[src/sfm_pkg.sv]
// Constants, fault codes and types shared by the servo fault monitor.
// How it works
// While learning the encoder, a hall code of all zeros or all ones raises 115.
// Drive temperature strictly above the overheat threshold raises 117.
// At power-on with a wire-saving encoder, an invalid hall value raises 118.
// Detected encoder kind differing from the configured encoder type raises 119.
// Homing mode needing the home switch with no terminal carrying 34 raises 200.
// One input function number on two different terminals raises 201.
// Actual speed over rated speed, in percent, above the limit raises 202.
// Position error magnitude above the position error threshold raises 203.
// Fixed-length interrupt enabled with no terminal carrying 40 raises 204.
// Absolute position mode started without a home completed since power-up raises 205.
// Every raised fault stays latched until a clear request; the code of the first one raised stays shown until then.
package sfm_pkg;

   // Width of a fault code and the value shown when nothing is latched.
   localparam int CODE_W = 8;
   localparam logic [7:0] CODE_NONE = 8'h00;

   // Fault codes, one per monitored condition.
   localparam logic [7:0] CODE_HALL_LEARN = 8'h73;
   localparam logic [7:0] CODE_OVERHEAT = 8'h75;
   localparam logic [7:0] CODE_HALL_POWERON = 8'h76;
   localparam logic [7:0] CODE_ENC_MISMATCH = 8'h77;
   localparam logic [7:0] CODE_HOME_UNASSIGNED = 8'hC8;
   localparam logic [7:0] CODE_DUPLICATE = 8'hC9;
   localparam logic [7:0] CODE_OVERSPEED = 8'hCA;
   localparam logic [7:0] CODE_POS_ERROR = 8'hCB;
   localparam logic [7:0] CODE_TRIG_UNASSIGNED = 8'hCC;
   localparam logic [7:0] CODE_NOT_HOMED = 8'hCD;

   // Bit positions of the faults in the flag vector, lowest code first.
   localparam int NUM_FAULTS = 10;
   localparam int FB_HALL_LEARN = 0;
   localparam int FB_OVERHEAT = 1;
   localparam int FB_HALL_POWERON = 2;
   localparam int FB_ENC_MISMATCH = 3;
   localparam int FB_HOME_UNASSIGNED = 4;
   localparam int FB_DUPLICATE = 5;
   localparam int FB_OVERSPEED = 6;
   localparam int FB_POS_ERROR = 7;
   localparam int FB_TRIG_UNASSIGNED = 8;
   localparam int FB_NOT_HOMED = 9;

   // Input function numbers of interest; zero marks an unused terminal.
   localparam int FN_W = 6;
   localparam logic [5:0] FN_UNUSED = 6'h00;
   localparam logic [5:0] FN_HOME_SWITCH = 6'h22;
   localparam logic [5:0] FN_FIXLEN_TRIGGER = 6'h28;

   // Hall code layout and the percentage scale of the overspeed check.
   localparam int HALL_W = 3;
   localparam logic [2:0] HALL_ALL_ZERO = 3'h0;
   localparam logic [2:0] HALL_ALL_ONE = 3'h7;
   localparam logic [15:0] PERCENT_SCALE = 16'h0064;
   localparam logic [9:0] FLAGS_CLEAR = 10'h000;

   typedef logic [NUM_FAULTS-1:0] sfm_flags_t;
   typedef logic [CODE_W-1:0] sfm_code_t;

   // Maps a flag bit to its fault code.
   function automatic sfm_code_t sfm_code_of(input int idx);
      sfm_code_t c;
      c = CODE_NONE;
      case (idx)
         FB_HALL_LEARN: c = CODE_HALL_LEARN;
         FB_OVERHEAT: c = CODE_OVERHEAT;
         FB_HALL_POWERON: c = CODE_HALL_POWERON;
         FB_ENC_MISMATCH: c = CODE_ENC_MISMATCH;
         FB_HOME_UNASSIGNED: c = CODE_HOME_UNASSIGNED;
         FB_DUPLICATE: c = CODE_DUPLICATE;
         FB_OVERSPEED: c = CODE_OVERSPEED;
         FB_POS_ERROR: c = CODE_POS_ERROR;
         FB_TRIG_UNASSIGNED: c = CODE_TRIG_UNASSIGNED;
         FB_NOT_HOMED: c = CODE_NOT_HOMED;
         default: c = CODE_NONE;
      endcase
      return c;
   endfunction : sfm_code_of

endpackage : sfm_pkg

[src/sfm_map_if.sv]
// Interface between the monitor and its terminal map scanner.
`timescale 1ns/10ps
`default_nettype none
interface sfm_map_if #(
   parameter int NUM_TERM = 16
);
   // Function number held by each physical and virtual terminal.
   logic [sfm_pkg::FN_W-1:0] funcNum [NUM_TERM];
   logic homeAssigned;
   logic trigAssigned;
   logic duplicate;

   modport scanner (input funcNum, output homeAssigned, output trigAssigned, output duplicate);
   modport user (output funcNum, input homeAssigned, input trigAssigned, input duplicate);
endinterface : sfm_map_if
`default_nettype wire

[src/sfm_fault_monitor.sv]
// Top of the servo fault monitor: condition checks, latching and code report.
`timescale 1ns/10ps
`default_nettype none
module sfm_fault_monitor #(
   parameter int NUM_DI = 8,
   parameter int NUM_VDI = 8,
   parameter int TEMP_W = 12,
   parameter int SPD_W = 16,
   parameter int POS_W = 32,
   parameter int ENC_W = 4
) (
   input wire logic clock,
   input wire logic reset,
   input wire logic encoderLearning,
   input wire logic [sfm_pkg::HALL_W-1:0] hallCode,
   input wire logic wireSavingEncoder,
   input wire logic powerOnCheck,
   input wire logic [TEMP_W-1:0] driveTemperatureReading,
   input wire logic [TEMP_W-1:0] overheatThreshold,
   input wire logic [ENC_W-1:0] encoderTypeSetting,
   input wire logic [ENC_W-1:0] logicVersionEncoderKind,
   input wire logic homingNeedsSwitch,
   input wire logic [sfm_pkg::FN_W-1:0] digitalInputFunc [NUM_DI],
   input wire logic [sfm_pkg::FN_W-1:0] virtualInputFunc [NUM_VDI],
   input wire logic fixedLengthEnable,
   input wire logic signed [SPD_W-1:0] actualSpeed,
   input wire logic [SPD_W-1:0] ratedSpeed,
   input wire logic [SPD_W-1:0] overspeedPercent,
   input wire logic signed [POS_W-1:0] positionErrorValue,
   input wire logic [POS_W-1:0] positionErrorThreshold,
   input wire logic homeComplete,
   input wire logic absoluteModeStart,
   input wire logic faultClear,
   output logic faultActive_r,
   output logic [sfm_pkg::CODE_W-1:0] faultCode_r,
   output logic [sfm_pkg::NUM_FAULTS-1:0] faultFlags_r,
   output logic homed_r
);

   localparam int NUM_TERM = NUM_DI + NUM_VDI;
   localparam int PROD_W = 2 * SPD_W;

   // Terminal map: physical terminals first, virtual ones after them.
   sfm_map_if #(.NUM_TERM(NUM_TERM)) mapBus ();

   always_comb begin
      for (int i = 0; i < NUM_DI; i++) begin
         mapBus.funcNum[i] = digitalInputFunc[i];
      end
      for (int k = 0; k < NUM_VDI; k++) begin
         mapBus.funcNum[NUM_DI + k] = virtualInputFunc[k];
      end
   end

   sfm_map_scan #(.NUM_TERM(NUM_TERM)) mapScan (
      .map(mapBus.scanner)
   );

   // Magnitudes and scaled products for the speed and position checks.
   logic [SPD_W-1:0] speedMag;
   logic [POS_W-1:0] posErrMag;
   logic [PROD_W-1:0] speedScaled;
   logic [PROD_W-1:0] speedLimit;

   // Magnitudes are taken so that reverse motion is judged like forward motion.
   always_comb begin
      speedMag = actualSpeed[SPD_W-1] ? SPD_W'(-actualSpeed) : SPD_W'(actualSpeed);
      posErrMag = positionErrorValue[POS_W-1] ? POS_W'(-positionErrorValue)
                                              : POS_W'(positionErrorValue);
      // Cross-multiplying avoids a divider: speed*100 > rated*limit.
      speedScaled = PROD_W'(speedMag) * PROD_W'(sfm_pkg::PERCENT_SCALE);
      speedLimit = PROD_W'(ratedSpeed) * PROD_W'(overspeedPercent);
   end

   // Raw condition vector, one bit per fault, evaluated every cycle.
   logic [sfm_pkg::NUM_FAULTS-1:0] cond;

   always_comb begin
      cond = sfm_pkg::FLAGS_CLEAR;
      cond[sfm_pkg::FB_HALL_LEARN] = encoderLearning &&
         (hallCode == sfm_pkg::HALL_ALL_ZERO || hallCode == sfm_pkg::HALL_ALL_ONE);
      cond[sfm_pkg::FB_OVERHEAT] = driveTemperatureReading > overheatThreshold;
      cond[sfm_pkg::FB_HALL_POWERON] = powerOnCheck && wireSavingEncoder &&
         (hallCode == sfm_pkg::HALL_ALL_ZERO || hallCode == sfm_pkg::HALL_ALL_ONE);
      cond[sfm_pkg::FB_ENC_MISMATCH] = logicVersionEncoderKind != encoderTypeSetting;
      cond[sfm_pkg::FB_HOME_UNASSIGNED] = homingNeedsSwitch && !mapBus.homeAssigned;
      cond[sfm_pkg::FB_DUPLICATE] = mapBus.duplicate;
      cond[sfm_pkg::FB_OVERSPEED] = speedScaled > speedLimit;
      cond[sfm_pkg::FB_POS_ERROR] = posErrMag > positionErrorThreshold;
      cond[sfm_pkg::FB_TRIG_UNASSIGNED] = fixedLengthEnable && !mapBus.trigAssigned;
      cond[sfm_pkg::FB_NOT_HOMED] = absoluteModeStart && !homed_r && !homeComplete;
   end

   // Next values of the fault latch, the shown code and the homed flag.
   logic [sfm_pkg::NUM_FAULTS-1:0] faultFlags_nxt;
   logic [sfm_pkg::CODE_W-1:0] faultCode_nxt;
   logic faultActive_nxt;
   logic homed_nxt;
   logic [sfm_pkg::CODE_W-1:0] newCode;

   // The lowest-numbered new fault wins when several appear together.
   always_comb begin
      newCode = sfm_pkg::CODE_NONE;
      for (int f = sfm_pkg::NUM_FAULTS - 1; f >= 0; f--) begin
         if (cond[f]) begin
            newCode = sfm_pkg::sfm_code_of(f);
         end
      end
   end

   // A clear drops old faults, but a condition present in the same cycle is kept.
   always_comb begin
      if (faultClear) begin
         faultFlags_nxt = cond;
         faultCode_nxt = newCode;
      end else begin
         faultFlags_nxt = faultFlags_r | cond;
         if (faultCode_r == sfm_pkg::CODE_NONE) begin
            faultCode_nxt = newCode;
         end else begin
            faultCode_nxt = faultCode_r; // The first fault raised stays on display.
         end
      end
      faultActive_nxt = |faultFlags_nxt;
      // Homed is remembered until reset; only a fresh power-up forgets it.
      homed_nxt = homed_r | homeComplete;
   end

   // State registers of the monitor.
   always_ff @(posedge clock) begin
      if (reset) begin
         faultFlags_r <= sfm_pkg::FLAGS_CLEAR;
         faultCode_r <= sfm_pkg::CODE_NONE;
         faultActive_r <= 1'b0;
         homed_r <= 1'b0;
      end else begin
         faultFlags_r <= faultFlags_nxt;
         faultCode_r <= faultCode_nxt;
         faultActive_r <= faultActive_nxt;
         homed_r <= homed_nxt;
      end
   end

endmodule : sfm_fault_monitor
`default_nettype wire

[src/sfm_map_scan.sv]
// Scanner of the terminal function map: searches and duplicate check.
`timescale 1ns/10ps
`default_nettype none
module sfm_map_scan #(
   parameter int NUM_TERM = 16
) (
   sfm_map_if.scanner map
);

   // Pairwise compare of used terminals; the cost grows with the square of the count.
   always_comb begin
      map.homeAssigned = 1'b0;
      map.trigAssigned = 1'b0;
      map.duplicate = 1'b0;
      for (int i = 0; i < NUM_TERM; i++) begin
         if (map.funcNum[i] == sfm_pkg::FN_HOME_SWITCH) begin
            map.homeAssigned = 1'b1;
         end
         if (map.funcNum[i] == sfm_pkg::FN_FIXLEN_TRIGGER) begin
            map.trigAssigned = 1'b1;
         end
         for (int j = i + 1; j < NUM_TERM; j++) begin
            if (map.funcNum[i] != sfm_pkg::FN_UNUSED && map.funcNum[i] == map.funcNum[j]) begin
               map.duplicate = 1'b1;
            end
         end
      end
   end

endmodule : sfm_map_scan
`default_nettype wire

[config.mk]
export PLATFORM = sky130hd
export DESIGN_NAME = sfm_fault_monitor
export DESIGN_NICKNAME = d
export VERILOG_FILES = /design/src/sfm_pkg.sv /design/src/sfm_map_if.sv /design/src/sfm_fault_monitor.sv /design/src/sfm_map_scan.sv
export SDC_FILE = /design/constraint.sdc
export NUM_CORES = 1
export LEC_CHECK = 0
export BUFFER_PORTS_ARGS = -buffer_cell sky130_fd_sc_hd__clkbuf_2
export CORE_UTILIZATION = 29
export DETAILED_ROUTE_END_ITERATION = 7
export SYNTH_ARGS = -nofsm -noshare
export SYNTH_HDL_FRONTEND = slang
export SYNTH_SLANG_ARGS = --single-unit
[constraint.sdc]
create_clock -name clock -period 12.5 [get_ports clock]
set_clock_uncertainty 0.2 [all_clocks]
set_input_delay 1.875 -clock clock [delete_from_list [all_inputs] [get_ports clock]]
set_output_delay 1.875 -clock clock [all_outputs]
set_load 0.02 [all_outputs]
; Word level (Yosys, flattened, before mapping)
; Cells that the tools add are included.
[totals]
regBits = 20
out_inout_bits = 20
[op_classes]
addsub = 2
multipliers = 2
n_lt_le_gt_ge = 3
n_eq_ne = 154
muxes = 167
bitwise_logic = 2
n_reduce_logical = 151
[op_table]
columns = cell, n
row1 = 6-bit == test, 120
row2 = 6-bit == test (second input constant), 32
row3 = 1-bit two-way mux, 152
row4 = 1-bit logical AND, 127
row5 = 8-bit two-way mux, 12
row6 = 6-bit nonzero test, 15
row7 = 23-bit by 32-bit greater-than comparator with 1-bit output, 1
row8 = 32-bit greater-than comparator, 1
row9 = 16-bit by 16-bit multiplier with 32-bit output, 1
row10 = 32-bit two-way mux, 1
row11 = 32-bit negator, 1
row12 = 16-bit by 5-bit multiplier with 21-bit output (second input constant), 1
row13 = 16-bit two-way mux, 1
row14 = 16-bit negator, 1
row15 = 12-bit greater-than comparator, 1
row16 = 10-bit two-way mux, 1
row17 = 10-bit OR, 1
row18 = 10-bit OR reduction, 1
row19 = 8-bit zero test, 1
row20 = 1-bit zero test, 4
row21 = 4-bit != test, 1
row22 = 3-bit == test (second input constant), 1
row23 = 3-bit zero test, 1
row24 = 2-bit nonzero test, 1
row25 = 2 further kinds, 2

; Logic depth before layout (Yosys ltp)
[logic_depth]
depth_word = 130
mapped_depth = 36

; Modules after synthesis
; A second synthesis with hierarchy kept.
[hier_totals]
cells_unflattened = 2943
hier_area_um2 = 23567.6
[by_module_without_submodules]
columns = mod, instances, cells_per_inst, area_each_um2
row1 = sfm_fault_monitor, 1, 1666, 13563.0
row2 = sfm_map_scan, 1, 1277, 10004.6

; Least setup slack after synthesis
; OpenSTA, ideal clock, no wires.
[synth_path]
kind = input-to-reg
start = in overspeedPercent[1]
end = reg faultCode_r[1] (netlist name)
setup_time_ns = 0.112
arrival_ns = 8.943
required_time_ns = 12.188
slack_ns = 3.245
path_stages = 31
path_buffers = 1
cell_sequence = clkbuf_1 > nand2_1 > fa_1 > inv_1 > fa_1 > inv_1 > fa_1 > inv_1 > fa_1 > inv_1 > fa_1 > inv_1 > fa_1 > ha_1 > a2111o_1 > nor2_1 > o21bai_1 > a21o_1 > a21o_1 > a2111oi_0 > a311oi_1 > ha_1 > nand4_1 > nor2_1 > nand3_1 > o21ai_0 > a2111o_1 > nor3_1 > nand4_1 > nor3b_1 > a2111oi_1
[synth_between]
elab_chain_cells = 11
[synth_rtl]
columns = element, line
row1 = start: declaration, sfm_fault_monitor.sv:28  ; input wire logic [SPD_W-1:0] overspeedPercent,
row2 = 16-bit by 16-bit multiplier with 32-bit output (*), sfm_fault_monitor.sv:72  ; speedLimit = PROD_W'(ratedSpeed) * PROD_W'(overspeedPercent);
row3 = 23-bit by 32-bit greater-than comparator with 1-bit output (*), sfm_fault_monitor.sv:88  ; cond[sfm_pkg::FB_OVERSPEED] = speedScaled > speedLimit;
row4 = 8-bit two-way mux (*) (7 in a row), sfm_fault_monitor.sv:105  ; if (cond[f]) begin
row5 = 8-bit two-way mux, sfm_fault_monitor.sv:118  ; if (faultCode_r == sfm_pkg::CODE_NONE) begin
row6 = 8-bit two-way mux (*), sfm_fault_monitor.sv:113  ; if (faultClear) begin
row7 = end signal: assignment, sfm_fault_monitor.sv:133  ; faultCode_r <= sfm_pkg::CODE_NONE;
row8 = end signal: assignment, sfm_fault_monitor.sv:138  ; faultCode_r <= faultCode_nxt;
row9 = end: declaration, sfm_fault_monitor.sv:35  ; output logic [sfm_pkg::CODE_W-1:0] faultCode_r,
; Mark *: on every way between the ends. The rest lies on a longest branch, timed or not. The select of a mux whose other input is x is not followed.
; A chain may end at the register's enable or synchronous reset.

; Worst setup path after layout
; Same ends and word-level chain as after synthesis.

==> impl_metrics.env <==
export IMPL_outcome="completed"
export IMPL_fin_tns_setup_ns=0
export IMPL_fill_cells=8331
export IMPL_synth_fp_nets=3621
export IMPL_p_total_mw=4.820
export IMPL_antenna_left=0
export IMPL_num_antenna_cells=0
export IMPL_leakage_nw=10.55
export IMPL_start_kind="input pin"
export IMPL_dieArea_sq_um=79520
export IMPL_layout_nets=3676
export IMPL_path_clk_slew_ns=0.07
export IMPL_ys_ff_latch=18
export IMPL_start_util_pct=29.35
export IMPL_critPathTopFamily="adder cells"
export IMPL_syn_to_final_growth_pct=8.057
export IMPL_firstDrtPassIters=5
export IMPL_clk_path_buf_depth=2
export IMPL_grt_max_degree=33
export IMPL_cts_hold_buf=0
export IMPL_drc_errors=0
export IMPL_multi_input_area_sq_um=20080
export IMPL_mostFrequentLayoutCell="xnor2_1"
export IMPL_post_cts_resized=0
export IMPL_p_sw_share_pct=55.72
export IMPL_timing_hold_ws_ns=0.2944
export IMPL_drive_above_1_share_pct=10.06
export IMPL_cp_num_buf_inv=5
export IMPL_combPwrFrac_pct=97.1
export IMPL_drt_iter0_drc=1470
export IMPL_cp_data_arrival_time_ns=9.59
export IMPL_crit_type="in2reg"
export IMPL_maxSlewViolCount=0
export IMPL_h_tree_depth=1
export IMPL_dpl_cell_count=4030
export IMPL_ys_seq_area_share_pct=1.585
export IMPL_slew_headroom_pct=27.55
export IMPL_layoutNonFillerInstCount=4033
export IMPL_drv_cap=0
export IMPL_setup_slack_ns=2.861
export IMPL_fmax_mhz=103.7
export IMPL_netlist_area_sq_um=22730
export IMPL_synthArstFlopShare_pct=0
export IMPL_clock_latency_ns=0.26
export IMPL_antenna_found_initial=0
export IMPL_drt_wirelength_per_cell_um=18.90
export IMPL_cpPeakStageDelay_ns=0.54
export IMPL_avgSynthCellArea_sq_um=7.733
export IMPL_register_area_sq_um=360.3
export IMPL_dpl_hpwl_mm=56.81
export IMPL_fp_dieH_um=282.0
export IMPL_grt_pass1_wl_mm=117.6
export IMPL_vias_per_cell=5.092
export IMPL_cp_max_fo=16
export IMPL_worst_setup_path_end_kind="flop"
export IMPL_crit_top_cell="fa_1"
export IMPL_dp_slack_ns=2.596
export IMPL_p_per_area_nw_per_um2=196.2
export IMPL_seqPwrFrac_pct=1.4
export IMPL_vdd_ir_drop_max_v=0.0002512
export IMPL_die_w_um=282.0
export IMPL_grt_pass1_vias=20290
export IMPL_p_sw_mw=2.685
export IMPL_yosysWarningCount=0
export IMPL_setup_viol=0
export IMPL_ys_flop_type="dfxtp_1"
export IMPL_core_sq_um=77470
export IMPL_min_period_over_period_pct=77.11
export IMPL_vias=20540
export IMPL_cpMaxStageDelayCell="fa_1"
export IMPL_clock_sinks=18
export IMPL_io_pins=273
export IMPL_p_int_mw=2.134
export IMPL_grtUsageTotal_pct=18.96
export IMPL_grt_ovfl_total=0
export IMPL_root_buffer="clkbuf_16"
export IMPL_cts_tree="built"
export IMPL_port_buffers=272
export IMPL_cts_buffers=3
export IMPL_worst_slew_pin_transition_ns=1.059
export IMPL_rsz0062_at_grt="false"
export IMPL_std_cell_rows=102
export IMPL_hold_viol=0
export IMPL_hold_class="reg2reg"
export IMPL_p_clk_share_pct=1.4
export IMPL_required_ns=12.45
export IMPL_routed_wl_mm=76.23
export IMPL_syn_inst=2940
export IMPL_post_cts_buffers=0
export IMPL_final_cell_mix="xnor2_1, inv_1, nand2_1"
export IMPL_synth_edff_count=0
export IMPL_ys_types=74
export IMPL_period_minus_slack_ns=9.639
export IMPL_gp_congestion=0.8853
[state kept, by name, indices dropped and copies added, names as in the netlist]
signal         flops
faultActive_r      1
faultCode_r        6
faultFlags_r      10
homed_r            1
[final timing paths]
path	start	to	slack, ns	depth (start not counted)
setup / recovery	overspeedPercent[1]	faultCode_r[1]	2.86	33
hold / removal	faultFlags_r[8]	faultFlags_r[8]	0.29	2
setup reg to reg	faultCode_r[0]	faultCode_r[1]	10.28	7
hold reg to reg	faultFlags_r[8]	faultFlags_r[8]	0.29	2
[kinds of logic (layout without fill, tap and decap cells)]
kind of cell    after synthesis  in the layout  synth area share (%)
compound gates              282            282                 8.145
xor+xnor                    801            801                 30.92
fa+ha+maj                   428            428                 30.32
buf+inv                     580            633                 10.11
flops                        18             18                 1.585
mux                           2              2               0.08806
simple gates                829            829                 18.83
[power by group through the flow]
stage	Sequential (mW)	Clock, mW	Combinational [mW]
floorplan	0.0721	0	3.58
global placement	0.0705	0	4.65
detailed placement	0.0706	0	4.69
CTS	0.0693	0.0676	4.73
global route	0.0700	0.0702	5.32
finish	0.0690	0.0684	4.68
[layer usage]
metal  GRT usage, %  share of wire, %  up-vias
li1               -                 -     9622
met1          23.83                41     9960
met2          32.57                48      806
met3          3.812               8.1      147
met4          5.309               2.8        0
met5              0                 0        -
[tightest hold or removal path, delay by kind of cell, from the launching register on]
kind	cells	cell delay (ns)
DFF	1	0.31
and+or+nand+nor	1	0.07
AOI/OAI and AO/OA	1	0.06
[metrics by stage]
step / area, sq um / util (%)
floorplan: 22730 / -
global placement: 24490 / 31.61
detailed placement: 24490 / 31.61
CTS: 24570 / 31.71
global route: 24570 / 31.71
finish: 24570 / 31.71
[cells in the mapped netlist, types with 7 or more instances]
cell      count  area, sq um
a21o_1       30        225.2
xor2_1      162         1419
xnor2_1     638         5588
o22ai_1      30        187.7
a31oi_1      19        118.9
o31ai_1      17        127.6
nor2_1       56        210.2
o21ai_0      42        210.2
and2_1       91        569.3
nand3b_1      7        52.55
nor3_1       78        390.4
a21oi_1      61        305.3
inv_1       345         1295
buf_1        24        90.09
nand3_1      32        160.2
nor2b_1      14        87.58
and3_1        7        43.79
or3_1        14        87.58
fa_1        205         4104
nand2b_1     17        106.4
o21ai_1       8        40.04
o41ai_1       7        61.31
dfxtp_1      18        360.4
nand2_1     292         1096
clkbuf_1    118        442.9
nor4_1       52        325.3
nand4b_1     10        87.58
ha_1        223         2790
a211oi_1      9        67.56
nand4_1     134        838.3
buf_2        91        455.4
[cell type report]
cell class,instances,area share (%)
Multi-Input combinational cell,2342,81.72
Timing Repair Buffer,285,5.939
Tap cell,1040,5.297
Inverter,345,5.271
Sequential cell,18,1.467
Clock buffer,3,0.3056
(Power assumes the default switching activity.)
